`src/uud_pkg.sv`:
```
// Constants, field layout and state types of the UART DMA engine
//
// Notes on behaviour
// - Two channels: transmit feeds UART transmit data, receive drains UART receive.
// - Bits 2-0 of each channel definition pick the endpoint descriptor block.
// - Receive block end writes byte count and handshake flag bit 7 to descriptor.
// - Transmit alternates X/Y buffers until a count below buffer size, then stops.
// - Buffer select bit 4: 0 means X buffer next, 1 means Y buffer next.
// - Transmit: engine sets buffer select, buffer manager reads it.
// - Receive: buffer manager sets buffer select, engine fills that buffer.
// - Transmit partial packet or timer expiry ends transfer with an interrupt.
// - Receive time-out updates descriptor and interrupts; manager sends partial packet.
// - UART receive error halts receive, updates descriptor, raises no interrupt.
// - Software sets enable bit 7; engine clears it; falling edge interrupts if enabled.
// - Interrupt enable 0 suppresses interrupts and keeps channel enable set, except on a UART receive error.
// - Transmit halt updates byte count and clears the handshake flag to 0.
// - Engine sets partial-packet bit 0; write 1 clears, write 0 ignored.
// - Transmit status bits 7-1 read as zero.
// - Time-out field bits 6-2 reloads per byte, counts down per frame pulse.
// - Time-out counter at zero sets time-out flag bit 1 and halts receive.
// - Counter runs only with time-out enable, channel enable and a byte received.
// - Time-out stop sets receive bit 1; write 1 clears; enable kept if no irq.
// - Overrun sets receive bit 0; without interrupts enable stays set.
// - Flags time-out,overrun: 0,0 UART error; 1,0 partial; 1,1 all full.
`default_nettype none

package uud_pkg;

  // ==========================================================
  // Register indices (byte address is four times the index)
  localparam logic [15:0] IDX_TX_DEF  = 16'hFFE0;
  localparam logic [15:0] IDX_TX_STAT = 16'hFFE1;
  localparam logic [15:0] IDX_RX_DEF  = 16'hFFE4;
  localparam logic [15:0] IDX_RX_STAT = 16'hFFE5;

  // ==========================================================
  // Field positions
  localparam int BIT_EN   = 7;
  localparam int BIT_INE  = 6;
  localparam int BIT_CONT = 5;
  localparam int BIT_XY   = 4;
  localparam int BIT_DIR  = 3;
  localparam int PTR_LSB  = 0;
  localparam int PTR_W    = 3;
  localparam int BIT_TEN  = 7;
  localparam int TMO_LSB  = 2;
  localparam int TMO_W    = 5;
  localparam int BIT_TIMEOUT_FLAG = 1;
  localparam int BIT_OVF  = 0;
  localparam int BIT_PARTIAL_PACKET_FLAG = 0;

  // ==========================================================
  // Values
  localparam logic       DIR_READ_VAL = 1'b1;
  localparam logic       NAK_DONE     = 1'b0;
  localparam logic [7:0] REG_RESET    = 8'h00;
  localparam int         BUF_SIZE_DEF = 64;

  // ==========================================================
  // State machines and termination reasons
  typedef enum logic [5:0] {
    TX_IDLE = 6'h01,
    TX_WAIT = 6'h02,
    TX_RD   = 6'h04,
    TX_PUT  = 6'h08,
    TX_UPD  = 6'h10,
    TX_END  = 6'h20
  } uud_tx_state_e;

  typedef enum logic [5:0] {
    RX_IDLE = 6'h01,
    RX_WAIT = 6'h02,
    RX_WR   = 6'h04,
    RX_UPD  = 6'h08,
    RX_END  = 6'h10,
    RX_SPARE = 6'h20
  } uud_rx_state_e;

  typedef enum logic [1:0] {
    END_FULL = 2'h0,
    END_TMO  = 2'h1,
    END_OVF  = 2'h2,
    END_ERR  = 2'h3
  } uud_end_e;

endpackage : uud_pkg

`default_nettype wire

```
`src/uud_dma.sv`:
```
// Two-channel DMA engine between endpoint buffers and the UART data registers
//
// Chosen here: the APB register port.
`default_nettype none

module uud_dma #(
  parameter int BUF_SIZE = uud_pkg::BUF_SIZE_DEF
) (
  // Clock and reset
  input  wire logic        ref_clk,
  input  wire logic        rstn,
  // APB slave
  input  wire logic        psel,
  input  wire logic        penable,
  input  wire logic        pwrite,
  input  wire logic [31:0] paddr,
  input  wire logic [31:0] pwdata,
  output logic             pready,
  output logic [31:0]      prdata,
  output logic             pslverr,
  // Shared buffer RAM
  output logic             mem_req,
  output logic             mem_we,
  output logic [BUF_SIZE > 1 ? $clog2(BUF_SIZE) + 3 : 4:0] mem_addr,
  output logic [7:0]       mem_wdata,
  input  wire logic        mem_ack,
  input  wire logic [7:0]  mem_rdata,
  // Buffer manager
  input  wire logic        tx_buf_ready,
  input  wire logic [$clog2(BUF_SIZE):0] tx_buf_count,
  output logic             tx_buffer_select,
  input  wire logic        rx_buf_free,
  input  wire logic        rx_select_wr,
  input  wire logic        rx_select_val,
  input  wire logic        sof_tick,
  // Descriptor update
  output logic             edb_wr,
  output logic [2:0]       edb_ptr,
  output logic             edb_xy,
  output logic [$clog2(BUF_SIZE):0] edb_count,
  output logic             edb_nak,
  // UART data registers
  input  wire logic        uart_tx_ready,
  output logic             uart_tx_wr,
  output logic [7:0]       uart_tx_data,
  input  wire logic        uart_rx_avail,
  input  wire logic [7:0]  uart_rx_data,
  input  wire logic        uart_rx_full,
  input  wire logic        uart_rx_err,
  output logic             uart_rx_rd,
  // Completion interrupts
  output logic             tx_irq,
  output logic             rx_irq
);

  localparam int BUF_W = $clog2(BUF_SIZE);
  localparam int CNT_W = BUF_W + 1;
  localparam logic [CNT_W-1:0] BUF_LEN = CNT_W'(BUF_SIZE);

  // ==========================================================
  // Parameter check
  generate
    if (BUF_SIZE < 2 || BUF_SIZE > 128 ||
        (BUF_SIZE & (BUF_SIZE - 1)) != 0)
    begin : g_bad
      $error("BUF_SIZE must be a power of two from 2 to 128");
    end
  endgenerate

  // ==========================================================
  // Register fields
  logic                    tx_en;
  logic                    tx_ine;
  logic                    tx_cont;
  logic [2:0]              tx_ptr;
  logic                    tx_partial_packet_flag;
  logic                    rx_en;
  logic                    rx_ine;
  logic                    rx_cont;
  logic                    rx_xy;
  logic [2:0]              rx_ptr;
  logic                    rx_ten;
  logic [4:0]              rx_tmo_val;
  logic                    rx_timeout_flag;
  logic                    rx_ovf;

  uud_pkg::uud_tx_state_e  tx_state;
  uud_pkg::uud_rx_state_e  rx_state;
  uud_pkg::uud_end_e       rx_reason;
  logic                    tx_tmo_end;
  logic [CNT_W-1:0]        tx_len;
  logic [CNT_W-1:0]        tx_idx;
  logic [CNT_W-1:0]        rx_cnt;
  logic [7:0]              rx_byte;
  logic [4:0]              rx_tmo_cnt;
  logic                    rx_started;
  logic [4:0]              tx_tmo_cnt;
  logic                    tx_started;
  logic                    mem_own_rx;
  logic [31:0]             next_rdata;
  logic                    hit;

  // ==========================================================
  // APB decode
  wire logic [15:0] idx     = paddr[17:2];
  wire logic        in_win  = (paddr[31:18] == 14'h0000);
  wire logic        sel_txd = in_win && idx == uud_pkg::IDX_TX_DEF;
  wire logic        sel_txs = in_win && idx == uud_pkg::IDX_TX_STAT;
  wire logic        sel_rxd = in_win && idx == uud_pkg::IDX_RX_DEF;
  wire logic        sel_rxs = in_win && idx == uud_pkg::IDX_RX_STAT;
  wire logic        wr      = psel && penable && pready && pwrite;

  always_comb
  begin
    next_rdata = 32'h0000_0000;
    hit        = 1'b1;
    if (sel_txd)
    begin
      next_rdata[7:0] = {tx_en, tx_ine, tx_cont, tx_buffer_select,
                         uud_pkg::DIR_READ_VAL, tx_ptr};
    end
    else if (sel_txs)
    begin
      next_rdata[uud_pkg::BIT_PARTIAL_PACKET_FLAG] = tx_partial_packet_flag;
    end
    else if (sel_rxd)
    begin
      next_rdata[7:0] = {rx_en, rx_ine, rx_cont, rx_xy,
                         uud_pkg::DIR_READ_VAL, rx_ptr};
    end
    else if (sel_rxs)
    begin
      next_rdata[7:0] = {rx_ten, rx_tmo_val, rx_timeout_flag, rx_ovf};
    end
    else
    begin
      hit = 1'b0;
    end
  end

  // Answer one cycle into the access phase
  always_ff @(posedge ref_clk or negedge rstn)
  begin
    if (!rstn)
    begin
      pready  <= 1'b0;
      prdata  <= 32'h0000_0000;
      pslverr <= 1'b0;
    end
    else
    begin
      pready <= psel && penable && !pready;
      if (psel && penable && !pready)
      begin
        prdata  <= pwrite ? 32'h0000_0000 : next_rdata;
        pslverr <= !hit;
      end
    end
  end

  // ==========================================================
  // Channel definition registers; engine updates win over writes
  wire logic tx_clr_en = tx_state == uud_pkg::TX_END && tx_ine;
  wire logic tx_flip   = tx_state == uud_pkg::TX_UPD && !tx_tmo_end &&
                         tx_len == BUF_LEN;
  wire logic rx_clr_en = rx_state == uud_pkg::RX_END &&
                         (rx_ine || rx_reason == uud_pkg::END_ERR);

  always_ff @(posedge ref_clk or negedge rstn)
  begin
    if (!rstn)
    begin
      {tx_en, tx_ine, tx_cont, tx_buffer_select} <= 4'h0;
      tx_ptr <= 3'h0;
    end
    else
    begin
      if (wr && sel_txd)
      begin
        tx_en            <= pwdata[uud_pkg::BIT_EN];
        tx_ine           <= pwdata[uud_pkg::BIT_INE];
        tx_cont          <= pwdata[uud_pkg::BIT_CONT];
        tx_buffer_select <= pwdata[uud_pkg::BIT_XY];
        tx_ptr           <= pwdata[uud_pkg::PTR_LSB +: uud_pkg::PTR_W];
      end
      if (tx_flip)
        tx_buffer_select <= !tx_buffer_select;
      if (tx_clr_en)
        tx_en <= 1'b0;
    end
  end

  always_ff @(posedge ref_clk or negedge rstn)
  begin
    if (!rstn)
    begin
      {rx_en, rx_ine, rx_cont, rx_xy} <= 4'h0;
      rx_ptr <= 3'h0;
    end
    else
    begin
      if (wr && sel_rxd)
      begin
        rx_en   <= pwdata[uud_pkg::BIT_EN];
        rx_ine  <= pwdata[uud_pkg::BIT_INE];
        rx_cont <= pwdata[uud_pkg::BIT_CONT];
        rx_xy   <= pwdata[uud_pkg::BIT_XY];
        rx_ptr  <= pwdata[uud_pkg::PTR_LSB +: uud_pkg::PTR_W];
      end
      if (rx_select_wr)
        rx_xy <= rx_select_val;
      if (rx_clr_en)
        rx_en <= 1'b0;
    end
  end

  // ==========================================================
  // Status registers: a set in the same cycle beats a clear
  always_ff @(posedge ref_clk or negedge rstn)
  begin
    if (!rstn)
      tx_partial_packet_flag <= 1'b0;
    else if (tx_state == uud_pkg::TX_END && !tx_tmo_end)
      tx_partial_packet_flag <= 1'b1;
    else if (wr && sel_txs && pwdata[uud_pkg::BIT_PARTIAL_PACKET_FLAG])
      tx_partial_packet_flag <= 1'b0;
  end

  always_ff @(posedge ref_clk or negedge rstn)
  begin
    if (!rstn)
    begin
      rx_ten     <= 1'b0;
      rx_tmo_val <= 5'h00;
      rx_timeout_flag    <= 1'b0;
      rx_ovf     <= 1'b0;
    end
    else
    begin
      if (wr && sel_rxs)
      begin
        rx_ten     <= pwdata[uud_pkg::BIT_TEN];
        rx_tmo_val <= pwdata[uud_pkg::TMO_LSB +: uud_pkg::TMO_W];
        if (pwdata[uud_pkg::BIT_TIMEOUT_FLAG])
          rx_timeout_flag <= 1'b0;
        if (pwdata[uud_pkg::BIT_OVF])
          rx_ovf <= 1'b0;
      end
      if (rx_state == uud_pkg::RX_END)
      begin
        if (rx_reason == uud_pkg::END_TMO)
          rx_timeout_flag <= 1'b1;
        if (rx_reason == uud_pkg::END_OVF)
        begin
          rx_timeout_flag <= 1'b1;
          rx_ovf  <= 1'b1;
        end
      end
    end
  end

  // ==========================================================
  // Interrupt pulses on the enable falling edge
  always_ff @(posedge ref_clk or negedge rstn)
  begin
    if (!rstn)
    begin
      tx_irq <= 1'b0;
      rx_irq <= 1'b0;
    end
    else
    begin
      tx_irq <= tx_clr_en;
      rx_irq <= rx_state == uud_pkg::RX_END && rx_ine &&
                rx_reason != uud_pkg::END_ERR;
    end
  end

  // ==========================================================
  // Buffer RAM port, transmit first
  wire logic tx_mem_done = mem_req && mem_ack && !mem_own_rx;
  wire logic rx_mem_done = mem_req && mem_ack && mem_own_rx;

  always_ff @(posedge ref_clk or negedge rstn)
  begin
    if (!rstn)
    begin
      mem_req    <= 1'b0;
      mem_we     <= 1'b0;
      mem_own_rx <= 1'b0;
      mem_addr   <= '0;
      mem_wdata  <= 8'h00;
    end
    else if (mem_req)
    begin
      if (mem_ack)
        mem_req <= 1'b0;
    end
    else if (tx_state == uud_pkg::TX_RD)
    begin
      mem_req    <= 1'b1;
      mem_we     <= 1'b0;
      mem_own_rx <= 1'b0;
      mem_addr   <= {tx_ptr, tx_buffer_select, tx_idx[BUF_W-1:0]};
    end
    else if (rx_state == uud_pkg::RX_WR)
    begin
      mem_req    <= 1'b1;
      mem_we     <= 1'b1;
      mem_own_rx <= 1'b1;
      mem_addr   <= {rx_ptr, rx_xy, rx_cnt[BUF_W-1:0]};
      mem_wdata  <= rx_byte;
    end
  end

  // ==========================================================
  // Descriptor update port, shared; transmit takes a clash
  wire logic tx_upd_go = tx_state == uud_pkg::TX_UPD;
  wire logic rx_upd_go = rx_state == uud_pkg::RX_UPD && !tx_upd_go;

  always_ff @(posedge ref_clk or negedge rstn)
  begin
    if (!rstn)
    begin
      edb_wr    <= 1'b0;
      edb_ptr   <= 3'h0;
      edb_xy    <= 1'b0;
      edb_count <= '0;
      edb_nak   <= uud_pkg::NAK_DONE;
    end
    else
    begin
      edb_wr <= tx_upd_go || rx_upd_go;
      if (tx_upd_go)
      begin
        edb_ptr   <= tx_ptr;
        edb_xy    <= tx_buffer_select;
        edb_count <= tx_len - tx_idx;
        edb_nak   <= uud_pkg::NAK_DONE;
      end
      else if (rx_upd_go)
      begin
        edb_ptr   <= rx_ptr;
        edb_xy    <= rx_xy;
        edb_count <= rx_cnt;
        edb_nak   <= uud_pkg::NAK_DONE;
      end
    end
  end

  // ==========================================================
  // Transmit channel
  wire logic tx_tmo = rx_ten && tx_started && tx_tmo_cnt == 5'h00;

  always_ff @(posedge ref_clk or negedge rstn)
  begin
    if (!rstn)
    begin
      tx_state     <= uud_pkg::TX_IDLE;
      tx_len       <= '0;
      tx_idx       <= '0;
      tx_tmo_end   <= 1'b0;
      uart_tx_wr   <= 1'b0;
      uart_tx_data <= 8'h00;
    end
    else
    begin
      uart_tx_wr <= 1'b0;
      case (tx_state)
        uud_pkg::TX_IDLE:
          if (tx_en)
          begin
            tx_tmo_end <= 1'b0;
            tx_state   <= uud_pkg::TX_WAIT;
          end
        uud_pkg::TX_WAIT:
          if (!tx_en)
            tx_state <= uud_pkg::TX_IDLE;
          else if (tx_tmo)
          begin
            tx_tmo_end <= 1'b1;
            tx_len     <= '0;
            tx_idx     <= '0;
            tx_state   <= uud_pkg::TX_UPD;
          end
          else if (tx_buf_ready)
          begin
            tx_len   <= tx_buf_count;
            tx_idx   <= '0;
            tx_state <= tx_buf_count == '0 ? uud_pkg::TX_UPD
                                           : uud_pkg::TX_RD;
          end
        uud_pkg::TX_RD:
          if (tx_mem_done)
          begin
            uart_tx_data <= mem_rdata;
            tx_state     <= uud_pkg::TX_PUT;
          end
        uud_pkg::TX_PUT:
          if (uart_tx_ready)
          begin
            uart_tx_wr <= 1'b1;
            tx_idx     <= tx_idx + 1'b1;
            tx_state   <= tx_idx + 1'b1 == tx_len ? uud_pkg::TX_UPD
                                                  : uud_pkg::TX_RD;
          end
        uud_pkg::TX_UPD:
          // Full buffer moves on to the other half, short one stops
          tx_state <= tx_flip ? uud_pkg::TX_WAIT : uud_pkg::TX_END;
        uud_pkg::TX_END:
          tx_state <= uud_pkg::TX_IDLE;
        default:
          tx_state <= uud_pkg::TX_IDLE;
      endcase
    end
  end

  // Transaction timer shares the receive time-out setting
  always_ff @(posedge ref_clk or negedge rstn)
  begin
    if (!rstn)
    begin
      tx_tmo_cnt <= 5'h00;
      tx_started <= 1'b0;
    end
    else if (tx_state == uud_pkg::TX_IDLE)
      tx_started <= 1'b0;
    else if (uart_tx_wr)
    begin
      tx_tmo_cnt <= rx_tmo_val;
      tx_started <= 1'b1;
    end
    else if (sof_tick && tx_state == uud_pkg::TX_WAIT &&
             tx_tmo_cnt != 5'h00)
      tx_tmo_cnt <= tx_tmo_cnt - 5'h01;
  end

  // ==========================================================
  // Receive channel
  wire logic rx_tmo = rx_ten && rx_en && rx_started &&
                      rx_tmo_cnt == 5'h00;

  always_ff @(posedge ref_clk or negedge rstn)
  begin
    if (!rstn)
    begin
      rx_state   <= uud_pkg::RX_IDLE;
      rx_reason  <= uud_pkg::END_FULL;
      rx_cnt     <= '0;
      rx_byte    <= 8'h00;
      uart_rx_rd <= 1'b0;
    end
    else
    begin
      uart_rx_rd <= 1'b0;
      case (rx_state)
        uud_pkg::RX_IDLE:
          if (rx_en)
          begin
            rx_cnt   <= '0;
            rx_state <= uud_pkg::RX_WAIT;
          end
        uud_pkg::RX_WAIT:
          if (!rx_en)
            rx_state <= uud_pkg::RX_IDLE;
          else if (uart_rx_err)
          begin
            rx_reason <= uud_pkg::END_ERR;
            rx_state  <= uud_pkg::RX_UPD;
          end
          else if (rx_tmo)
          begin
            rx_reason <= uud_pkg::END_TMO;
            rx_state  <= uud_pkg::RX_UPD;
          end
          else if (!rx_buf_free && uart_rx_full)
          begin
            rx_reason <= uud_pkg::END_OVF;
            rx_state  <= uud_pkg::RX_UPD;
          end
          else if (rx_buf_free && uart_rx_avail)
          begin
            uart_rx_rd <= 1'b1;
            rx_byte    <= uart_rx_data;
            rx_state   <= uud_pkg::RX_WR;
          end
        uud_pkg::RX_WR:
          if (rx_mem_done)
          begin
            rx_cnt <= rx_cnt + 1'b1;
            if (rx_cnt + 1'b1 == BUF_LEN)
            begin
              rx_reason <= uud_pkg::END_FULL;
              rx_state  <= uud_pkg::RX_UPD;
            end
            else
              rx_state <= uud_pkg::RX_WAIT;
          end
        uud_pkg::RX_UPD:
          if (rx_upd_go)
          begin
            // A full buffer hands over and reception carries on
            if (rx_reason == uud_pkg::END_FULL)
            begin
              rx_cnt   <= '0;
              rx_state <= uud_pkg::RX_WAIT;
            end
            else
              rx_state <= uud_pkg::RX_END;
          end
        uud_pkg::RX_END:
          rx_state <= uud_pkg::RX_IDLE;
        default:
          rx_state <= uud_pkg::RX_IDLE;
      endcase
    end
  end

  // Receive time-out down counter
  always_ff @(posedge ref_clk or negedge rstn)
  begin
    if (!rstn)
    begin
      rx_tmo_cnt <= 5'h00;
      rx_started <= 1'b0;
    end
    else if (rx_state == uud_pkg::RX_IDLE)
      rx_started <= 1'b0;
    else if (uart_rx_rd)
    begin
      rx_tmo_cnt <= rx_tmo_val;
      rx_started <= 1'b1;
    end
    else if (sof_tick && rx_ten && rx_en && rx_started &&
             rx_tmo_cnt != 5'h00)
      rx_tmo_cnt <= rx_tmo_cnt - 5'h01;
  end
endmodule : uud_dma

`default_nettype wire

```
`config.mk`:
```
export PLATFORM = sky130hd
export DESIGN_NAME = uud_dma
export DESIGN_NICKNAME = d
export VERILOG_FILES = /design/src/uud_pkg.sv /design/src/uud_dma.sv
export SDC_FILE = /design/constraint.sdc
export NUM_CORES = 1
export LEC_CHECK = 0
export BUFFER_PORTS_ARGS = -buffer_cell sky130_fd_sc_hd__buf_2
export CORE_ASPECT_RATIO = 1.2
export CORE_UTILIZATION = 54
export CTS_CLUSTER_DIAMETER = 200
export DETAILED_ROUTE_END_ITERATION = 10
export MAX_ROUTING_LAYER = met4
export PLACE_DENSITY = 0.88
export SLEW_MARGIN = 15
export SYNTH_ARGS = -nofsm -noshare
export SYNTH_HDL_FRONTEND = slang
export SYNTH_SLANG_ARGS = --single-unit
export TNS_END_PERCENT = 1
```
`constraint.sdc`:
```
create_clock -name ref_clk -period 6.4 [get_ports ref_clk]
set_input_delay 0.64 -clock ref_clk [delete_from_list [all_inputs] [get_ports ref_clk]]
set_output_delay 0.64 -clock ref_clk [all_outputs]
set_load 0.05 [all_outputs]
```
# Yosys cells after proc, flatten, opt, wreduce, memory -nomap -nowiden
# Index checks and enable logic that the tools add are counted.
# Widths: inputs -> output; s select.
[totals]
regBits = 158
elab_cells = 280
[op_classes]
n_addsub = 5
n_eq_ne = 37
mux = 105
n_reduce_logical = 82
n_bitwise = 7
[op_table]
columns = ["op", "n"]
rows = [
  ["$mux 7", 13],
  ["$mux 6", 15],
  ["$eq 16x16->1 const B", 4],
  ["$mux 1", 49],
  ["$logic_and 1x1->1", 37],
  ["$mux 5", 7],
  ["$mux 8", 4],
  ["$pmux 6 s5", 1],
  ["$reduce_bool 2->1", 15],
  ["$pmux 6 s4", 1],
  ["$pmux 7 s3", 1],
  ["$mux 10", 2],
  ["$ne 2x2->1 const B", 10],
  ["$reduce_and 4->1", 4],
  ["$add 7x1->7 const B", 2],
  ["$eq 7x7->1 const B", 2],
  ["$logic_not 14->1", 1],
  ["$pmux 7 s2", 1],
  ["$eq 6x1->1 const B", 2],
  ["$eq 6x2->1 const B", 2],
  ["$eq 6x3->1 const B", 2],
  ["$eq 6x4->1 const B", 2],
  ["$eq 6x5->1 const B", 2],
  ["$mux 2", 6],
  ["other kinds (26)", 51],
]

# Logic depth before layout (Yosys ltp)
# Gate-level depths: netlist (run 1).
[logic_depth]
word_depth = 8
mapped_depth = 8

# Worst setup path after synthesis (run 1)
# Ideal clock, no wire load.
[synth_timing]
path_kind = "input to register"
startpoint = "in paddr[21]"
endpoint = "reg rx_xy"
t_required_ps = 6332
path_slack_ps = 3480
n_path_buf = 2
arrival_time_ps = 2852
stages = 7
cell_sequence = "or4_1 -> or4_1 -> buf_2 -> or4_4 -> buf_6 -> or3b_1 -> nand3_1"
[synth_via]
elab_chain_cells = 4
[synth_lines]
columns = ["item", "line_no", "text"]
rows = [
  ["from (decl)", "uud_dma.sv:16", "input wire logic [31:0] paddr,"],
  ["$logic_not 14->1", "uud_dma.sv:106", "wire logic in_win = (paddr[31:18] == 14'h0000);"],
  ["$logic_and 1x1->1", "uud_dma.sv:109", "wire logic sel_rxd = in_win && idx == uud_pkg::IDX_RX_DEF;"],
  ["$logic_and 1x1->1", "uud_dma.sv:202", "if (wr && sel_rxd)"],
  ["$reduce_bool 2->1 (no line)", "--", ""],
  ["to (signal assigned)", "uud_dma.sv:207", "rx_xy <= pwdata[uud_pkg::BIT_XY];"],
  ["to (signal assigned)", "uud_dma.sv:211", "rx_xy <= rx_select_val;"],
  ["to (decl)", "uud_dma.sv:80", "logic rx_xy;"],
]
# Every way passes these cells.
# A chain may end at the register's enable or synchronous reset.

# Final worst setup path (run 1)
[layout_timing]
startpoint = "reg tx_state[1]"
endpoint = "reg mem_addr[8] (netlist bit)"
[layout_via]
elab_chain_cells = 3
elab_cells_between_ends = 4
[layout_lines]
columns = ["item", "line_no", "text"]
rows = [
  ["from (decl)", "uud_dma.sv:87", "uud_pkg::uud_tx_state_e tx_state;"],
  ["from (signal assigned)", "uud_dma.sv:359", "tx_state <= uud_pkg::TX_IDLE;"],
  ["from (signal assigned)", "uud_dma.sv:374", "tx_state <= uud_pkg::TX_WAIT;"],
  ["from (signal assigned)", "uud_dma.sv:378", "tx_state <= uud_pkg::TX_IDLE;"],
  ["$eq 6x3->1 (*)", "uud_dma.sv:299", "else if (tx_state == uud_pkg::TX_RD)"],
  ["$reduce_bool 2->1 (no line)", "--", ""],
  ["$reduce_and 2->1 (no line)", "--", ""],
  ["to (signal assigned)", "uud_dma.sv:304", "mem_addr <= {tx_ptr, tx_buffer_select, tx_idx[BUF_W-1:0]};"],
  ["to (signal assigned)", "uud_dma.sv:311", "mem_addr <= {rx_ptr, rx_xy, rx_cnt[BUF_W-1:0]};"],
  ["to (decl)", "uud_dma.sv:24", "output logic [BUF_SIZE > 1 ? $clog2(BUF_SIZE) + 3 : 4:0] mem_addr,"],
]
# Mark *: on every way between the ends. The rest lies on a longest branch, timed or not.

==> flow_summary.yaml, run 1 <==
worst_setup_path:
  required_ns: 6.72
  arrival_ns: 3.66
  crit_fanout: 14
  start_kind: "flip-flop"
  ff2ff_path_depth: 6
  crit_path_end_kind: "flip-flop"
  path_class: "reg -> reg"
logic_synthesis:
  yosys_warnings: 0
  syn_area_um2: 6930
  synth_seq_cells: 132
  synth_edf_count: 0
  synth.avg_cell_area_um2: 10.1
  async_reset_ff_share_pct: 100
  ys_types: 68
  postSynthCellCount: 683
  ys.flop_type: "dfrtp_1"
  seq_area_frac_synth_pct: 47.7
finish:
  seqCellArea_um2: 3310
  final_common_cell: "dfrtp_1"
  layout-drive-gt1-share_pct: 27.4
  final_cell_area_um2: 8280
  n_fill_cell: 935
  area_growth_syn_to_layout_pct: 19.4
  final_cell_mix: "130 x dfrtp_1, 129 x buf_2, 72 x nand2_1, 54 x nor2_1, 47 x mux2_2"
  antennaDiodeCount: 0
  multi_input_area_um2: 3330
  num-nets-final: 930
pwr:
  p_clk_share_pct: 43.4
  p_per_area_nw_per_um2: 296
  irDropWorstVdd_v: 0.000259
  p_sw_uw: 745
  share_comb_of_total_power_pct: 18.1
  swShare_pct: 30.4
  power.leakage_uw: 0.00405
  internal_power_uw: 1710
  pwr-share-seq_pct: 38.5
timing:
  fmax_mhz: 299
  drv_slew: 0
  grt_setup_unrepaired: "false"
  period_needed_ns: 3.34
  hold_viol: 0
  worstMarginPinSlew_ns: 1.01
  clock_skew_ns: 0.00771
  period_share_pct: 52.2
  setup_viol: 0
  fin_tns_setup_ns: 0
  max_slew_margin_pct: 32.6
floorplan:
  start_util_pct: 56.5
  die_h_um: 126
  coreArea_um2: 12300
  fp-row-count: 44
  dieArea_um2: 13300
  io_pins: 182
  fp.dieW_um: 105
clock_network:
  htreeDepth: 4
  postCtsSetupBuffers: 0
  cts_tree: "yes"
  clkTransAtPathRegs_ns: 0.06
  cts_root_buf: "clkbuf_16"
  hold_buffers: 0
  clkLatencyLatePin_ns: 0.42
  cts_resized: 0
  cts_buffers: 17
  cts.sinks: 132
  clock_path_buffers: 2
drt:
  viasPerCell: 6.03
  ant_nets: 0
  drc: 0
  wl_um: 18100
  vias: 5958
  drtPass1Iterations: 5
  wl_per_cell_um: 18.4
  drt_iter0_drc: 403
placement:
  hpwl_um: 12400
  dpl_cell_area_um2: 7630
  place.gp.congestion: 0.920
  io_buffers: 130
global_routing:
  grt_pass1_wl_um: 29800
  grt_pass1_vias: 5932
  grt_usage_pct: 29.7
  grt_overflow: 0
  grt_max_degree: 81
  antenna_found_initial: 0
hold_path:
  hold_path.class: "in -> async"
status:
  outcome: "complete, no violations"
flow_run:
  max_cap_viol_count: 0
## cells in the mapped netlist, types with 6 or more instances
master	instances	share of area (%)
mux2_2	47	7.6
nor2_1	54	2.9
o31ai_1	8	0.87
clkbuf_1	17	0.92
o21ai_0	43	3.1
nor4_1	8	0.72
inv_1	29	1.6
a21o_1	8	0.87
mux2i_1	11	1.6
xnor2_1	13	1.6
nand3_1	22	1.6
a22o_1	21	2.7
a31oi_1	11	0.99
nand4_1	7	0.63
a21oi_1	17	1.2
buf_4	25	2.7
o2bb2ai_1	7	0.88
nor3_1	16	1.2
and3b_1	8	1.0
ha_1	13	2.3
or2_2	6	0.54
nor2b_1	7	0.63
dfrtp_1	130	47
nand2_1	72	3.9
nand3b_1	11	1.2
## power groups by stage
stage / logic (µW) / registers [µW] / clock network (µW)
final: 443 / 944 / 1070
after global placement: 424 / 954 / 0
after CTS: 442 / 942 / 1070
after global routing: 473 / 950 / 1110
after detailed placement: 436 / 953 / 0
after floorplan: 192 / 1070 / 0
## layer usage
layer	up-vias	share of wire (%)	GRT usage, %
li1	2681	-	-
met3	55	6.9	6.52
met2	322	51	49.3
met4	0	3.4	12.8
met1	2900	39	34.6
met5	-	0	-
## final cells by class
class / count / share of cell area [%]
tap: 161 / 2.43
clock inverter: 13 / 2.49
timing repair buffer: 133 / 8.16
inverter: 29 / 1.32
sequential: 132 / 39.9
multi-input combinational: 501 / 40.3
clock buffer: 19 / 5.35
## critical path, cell delays in order, from the launching register on
cell and delay [ns]:
dfrtp_1 0.43, nor4_1 0.80, nand3b_1 0.68, a21oi_1 0.76
buf_4 0.31, nor2_1 0.06, a31oi_1 0.19
## final timing paths
check	start	end	slack, ns
setup reg to reg	tx_state[1]	mem_addr[8]	3.06
hold reg to reg	uart_tx_data[6]	uart_tx_data[6]	0.50
min in group ref_clk	mem_rdata[6]	uart_tx_data[6]	0.45
setup / recovery	tx_state[1]	mem_addr[8]	3.06
hold / removal	rstn	uart_tx_data[0]	0.41
max in group asynchronous	rstn	mem_addr[8]	4.73
## registers in the layout (all words and copies together), names as in the netlist, 3 cells and up
signal / flops
rx_ptr: 3
rx_cnt: 7
tx_tmo_cnt: 5
edb_ptr: 3
mem_addr: 10
rx_state: 5
tx_ptr: 3
rx_tmo_cnt: 5
tx_idx: 7
prdata: 8
mem_wdata: 8
edb_count: 7
tx_len: 7
rx_byte: 8
tx_state: 6
uart_tx_data: 8
rx_tmo_val: 5
## cells by family (layout without fill, tap and decap cells)
kind of cell    count (synthesis)  count (layout)  share of synthesized area (%)
flops                         132             132                           47.7
other cells                     1              25                         0.0541
simple gates                  240             240                           17.9
xor+xnor                       16              16                           2.24
buf+inv                        74             194                           5.49
compound gates                147             147                           14.5
mux                            59              59                           9.55
fa+ha+maj                      14              14                           2.64
## through the flow
step           setup slack [ns]  hold WS (ns)  power [µW]  util, %  instances
3_5_place_dp               3.13         0.483        1390     62.1        956
6_report                   3.06         0.406        2450     67.4        988
5_1_grt                    2.80         0.441        2540     67.4        988
4_1_cts                    3.12         0.433        2460     67.4        988
2_1_floorplan              3.48         0.344        1260        -        707
3_3_place_gp               3.20         0.469        1380     62.1        956
Power figures use the tool's default switching activity.
==> run 2: changes to the inputs <==
Settings changed: CORE_UTILIZATION 54 to 48, PLACE_DENSITY 0.88 to 0.84.
Clock period 6.4 ns to 2.8 ns, I/O delays scaled along.
==> run 2 against run 1 <==
Combinational power is 130% higher. Sequential share of layout area is 0.37 points lower. Clock power rose by 100%. Register-to-register slack got worse by 2.7 ns. Fmax rose by 37%. Critical path depth grew 1. The flow now finishes with violations (DRC). Power is 120% higher. Cell count is 2.6% higher.
==> flow_summary.yaml, run 2 (synthesis gave the netlist of run 1 again) <==
clock_network:
  cts_buffers: 17
  cts_tree: "yes"
  htreeDepth: 4
  cts.sinks: 132
  cts_root_buf: "clkbuf_16"
  clkTransAtPathRegs_ns: 0.06
  clock_path_buffers: 2
  clkLatencyLatePin_ns: 0.42
  postCtsSetupBuffers: 0
status:
  outcome: "finished with violations"
  violations: "DRC"
finish:
  num-nets-final: 946
  area_growth_syn_to_layout_pct: 20.5
  antennaDiodeCount: 0
  final_common_cell: "dfrtp_1"
  final_cell_area_um2: 8350
  layout-drive-gt1-share_pct: 28.7
  largest_reg_flops: 10
  final_cell_mix: "130 x dfrtp_1, 129 x buf_2, 72 x nand2_1, 54 x nor2_1, 47 x mux2_2"
  top_register: "mem_addr"
  n_fill_cell: 1162
worst_setup_path:
  required_ns: 3.11
  arrival_ns: 2.75
  path_class: "reg -> reg"
  crit_path_max_incr_delay_ns: 0.64
  cpLargestDelayFamily: "simple AND/OR/NAND/NOR gates"
  crit_fanout: 6
  critical_path_buf_inv_count: 1
  crit_path_end_kind: "flip-flop"
  startpoint: "tx_tmo_cnt[0]"
  start_kind: "flip-flop"
  cpMaxStageDelayCell: "or4b_2"
  r2r_start: "tx_tmo_cnt[0]"
  path_cells: "inv_1 -> ha_1 -> or4b_2 -> o21ai_0 -> a21oi_1 -> or2_2 -> a22o_1"
placement:
  dpl_cell_area_um2: 7760
  io_buffers: 130
  pre_cts_ws_ns: 0.100
  hpwl_um: 12400
  place.gp.congestion: 0.880
drt:
  drt_iter0_drc: 318
  ant_nets: 0
  drtPass1Iterations: 8
  drc: 16
  viasPerCell: 5.67
  wl_um: 17100
  wl_per_cell_um: 16.8
  vias: 5752
global_routing:
  grt_pass1_wl_um: 28100
  grt_max_degree: 73
  grt_overflow: 0
  grt_pass1_vias: 5632
  antenna_found_initial: 0
  grt_usage_pct: 24.9
floorplan:
  io_pins: 182
  fp-row-count: 47
  dieArea_um2: 14900
  fp.dieW_um: 112
  coreArea_um2: 13900
  die_h_um: 134
  start_util_pct: 49.7
timing:
  grt_setup_unrepaired: "false"
  max_slew_margin_pct: 47.7
  setup_viol: 0
  period_needed_ns: 2.44
  fmax_mhz: 410
  period_share_pct: 87.1
  fin_tns_setup_ns: 0
  clock_skew_ns: 0.00808
  hold_viol: 0
  drv_slew: 0
  setup_ws_ns: 0.362
  worstMarginPinSlew_ns: 0.782
flow_run:
  max_cap_viol_count: 0
pwr:
  p_per_area_nw_per_um2: 642
  irDropWorstVdd_v: 0.000556
  power.leakage_uw: 0.00412
hold_path:
  min_from: "uart_rx_data[7]"
  hold_path.class: "in -> reg"
[run 2: cell types whose count changed in the layout (fill, tap and decap cells not counted), sizes merged]
cell	previous run	this run
bufinv	5	2
buf	133	148
dlygate4sd3	0	1
clkinv	3	9
clkinvlp	5	2
[run 2: cell type report]
type | count | area (µm²) | area share [%]
multi-input combinational | 501 | 3330 | 39.9
timing repair buffer | 149 | 811 | 9.71
inverter | 29 | 109 | 1.30
tap | 171 | 214 | 2.56
sequential | 132 | 3310 | 39.6
clock inverter | 13 | 135 | 1.62
clock buffer | 19 | 443 | 5.30
[run 2: path summary, 6_finish.rpt]
kind                                to  slack, ns  cells after the start
min reg2reg                 rx_started       0.49                      2
max                          tx_idx[1]       0.36                      7
max reg2reg                  tx_idx[1]       0.36                      7
min                         rx_byte[7]       0.09                      2
min in group asynchronous   rx_byte[0]       0.30                      2
max in group asynchronous  rx_state[0]       1.68                      3
[run 2: where the power goes]
part | switching [µW] | internal [µW]
Combinational | 741 | 288
Sequential | 119 | 2030
Clock | 851 | 1330
[run 2: through the flow]
stage          total power [µW]  hold slack, ns  utilization, %  instances
3_5_place_dp               3200           0.203            55.7        981
4_1_cts                    5390          0.0732            59.9       1014
3_3_place_gp               3180           0.197            55.7        981
2_1_floorplan              2890         -0.0156               -        707
6_report                   5360          0.0916            59.9       1014
5_1_grt                    5570          0.0785            59.9       1014
[run 2: what timing repair did]
action	CTS	global route
gates resized for setup	0	0
hold endpoints to repair	22	0
hold buffers	1	0
[run 2: routing by layer]
layer	track usage, %	wire length [µm]
met1	29.9	7210
met2	41.7	8590
met3	5.82	1040
met4	7.06	238
met5	-	0
==> run 3: changes to the inputs <==
Settings changed: CORE_ASPECT_RATIO 1.2 to 1.1, CORE_UTILIZATION 48 to 50, CTS_BUF_LIST from default to sky130_fd_sc_hd__clkbuf_4 sky130_fd_sc_hd__clkbuf_8, PLACE_DENSITY 0.84 to 0.86.
==> run 3 against run 2 <==
The run now ends clean. Combinational power about the same. Power decreased by 10%. Sequential power is essentially flat. Core utilization rose by 1.4 points. Cell count up 1.6%. Die area decreased by 4.0%. Critical path depth unchanged. Non-clock buffer count increased by 3. First-iteration DRC count grew 3.8%. Clock power down 25%. Setup slack lost 0.042 ns. Largest cell class unchanged.
==> flow_summary.yaml, run 3 (synthesis gave the netlist of run 1 again) <==
status:
  outcome: "complete, no violations"
floorplan:
  die_h_um: 125
  dieArea_um2: 14300
  io_pins: 182
  fp-row-count: 44
  coreArea_um2: 13400
  start_util_pct: 51.8
  fp.dieW_um: 114
hold_path:
  hold_depth: 2
  hold_end: "rx_tmo_val[1]"
  hold_path.class: "in -> reg"
  min_from: "pwdata[3]"
worst_setup_path:
  path_cells: "inv_1 -> ha_1 -> or4b_2 -> o21ai_0 -> a21oi_1 -> or2_2 -> a22o_1"
  arrival_ns: 2.81
  cpMaxStageDelayCell: "or4b_2"
  crit_path_max_incr_delay_ns: 0.63
  cpLargestDelayFamily: "simple AND/OR/NAND/NOR gates"
  r2r_setup_slack_ns: 0.32
  rr_endpoint: "tx_idx[1]"
  r2r_start: "tx_tmo_cnt[0]"
  critical_path_buf_inv_count: 1
  crit_fanout: 6
  ff2ff_path_depth: 7
  path_class: "reg -> reg"
  start_kind: "flip-flop"
  crit_path_end_kind: "flip-flop"
  required_ns: 3.13
global_routing:
  grt_busiest_layer: "met2"
  grt_max_degree: 64
  grt_pass1_wl_um: 26500
  grt_pass1_vias: 5468
  antenna_found_initial: 0
  grtUsageMet2_pct: 39.3
  grt_overflow: 0
  grt_use_met1_pct: 30.2
  grt_usage_pct: 24.5
  grtUsageMet3_pct: 4.99
timing:
  worstMarginPinSlew_ns: 0.808
  fmax_mhz: 403
  period_share_pct: 88.6
  setup_viol: 0
  clock_skew_ns: 0.0166
  grt_setup_unrepaired: "false"
  period_needed_ns: 2.48
  fin_tns_setup_ns: 0
  hold_viol: 0
  max_slew_margin_pct: 46.1
  drv_slew: 0
pwr:
  irDropWorstVdd_v: 0.000290
  p_sw_uw: 1580
  pwr-share-seq_pct: 45.0
  swShare_pct: 32.8
  p_per_area_nw_per_um2: 586
  internal_power_uw: 3230
  share_comb_of_total_power_pct: 21.0
  power.leakage_uw: 0.00404
  p_clk_share_pct: 34.0
  p_total_uw: 4810
clock_network:
  clock_path_buffers: 2
  clkTransAtPathRegs_ns: 0.08
  htreeDepth: 4
  cts.sinks: 132
  cts_root_buf: "clkbuf_8"
  cts_tree: "yes"
  cts_buffers: 17
  postCtsSetupBuffers: 0
  clkLatencyLatePin_ns: 0.45
drt:
  wl_per_cell_um: 15.8
  wl_um: 16300
  drtPass1Iterations: 5
  vias: 5703
  drt_iter0_drc: 330
  ant_nets: 0
  drc: 0
  viasPerCell: 5.54
flow_run:
  max_cap_viol_count: 0
finish:
  layout-drive-gt1-share_pct: 29.1
  area_growth_syn_to_layout_pct: 18.3
  num-nets-final: 949
  final_cell_mix: "130 x dfrtp_1, 129 x buf_2, 72 x nand2_1, 54 x nor2_1, 47 x mux2_2"
  top_register: "mem_addr"
  antennaDiodeCount: 0
  largest_reg_flops: 10
  final_common_cell: "dfrtp_1"
  fin_util_pct: 61.3
  layoutNonFillerInstCount: 1030
  final_cell_area_um2: 8200
placement:
  io_buffers: 130
  dp_cells: 997
  place.gp.congestion: 0.925
  hpwl_um: 12300
  dpl_cell_area_um2: 7790
## run 3: power by group through the flow
stage | Sequential [µW] | Clock [µW] | Combinational (µW)
3_3_place_gp | 2200 | 0 | 987
6_report | 2160 | 1640 | 1010
5_1_grt | 2180 | 1750 | 1080
3_5_place_dp | 2200 | 0 | 1010
4_1_cts | 2160 | 1670 | 1010
2_1_floorplan | 2450 | 0 | 439
## run 3: worst max path at each step
stage                        startpoint     endpoint  cells past startpoint
final                     tx_tmo_cnt[0]    tx_idx[1]                      7
after global placement        paddr[21]        rx_xy                      6
after detailed placement      paddr[21]        rx_xy                      6
after global routing      tx_tmo_cnt[0]  tx_state[0]                      7
after CTS                 tx_tmo_cnt[0]    tx_idx[1]                      7
after floorplan               paddr[21]        rx_xy                      7
## run 3: layout make-up
class                           instances  area [µm²]
Clock inverter                         11         138
Sequential cell                       132        3310
Timing Repair Buffer                  152         821
Tap cell                              184         230
Fill cell                            1119        5180
Clock buffer                           21         264
Multi-Input combinational cell        501        3330
Inverter                               29         109
## run 3: worst reg2reg max path, stage by stage, from the launching register on
cell	delay [ns]
dfrtp_1	0.40
inv_1	0.11
ha_1	0.14
or4b_2	0.63
o21ai_0	0.33
a21oi_1	0.23
or2_2	0.34
a22o_1	0.18
## run 3: per-layer routing
metal	vias to the layer above	share of wire, %
met5	-	0
met4	0	2.4
met3	42	5.6
met2	214	49
met1	2733	43
li1	2714	-
## run 3: timing repair
item,4_1_cts,5_1_grt
gates resized for setup,0,0
hold buffers,1,0
hold endpoints to repair,57,0
## run 3: per-stage QoR
step / worst slack, ns / hold slack (ns)
6_report: 0.320 / 0.0591
3_5_place_dp: 0.110 / 0.421
5_1_grt: 0.239 / 0.0345
3_3_place_gp: 0.130 / 0.418
2_1_floorplan: 0.240 / -0.0156
4_1_cts: 0.360 / 0.0246
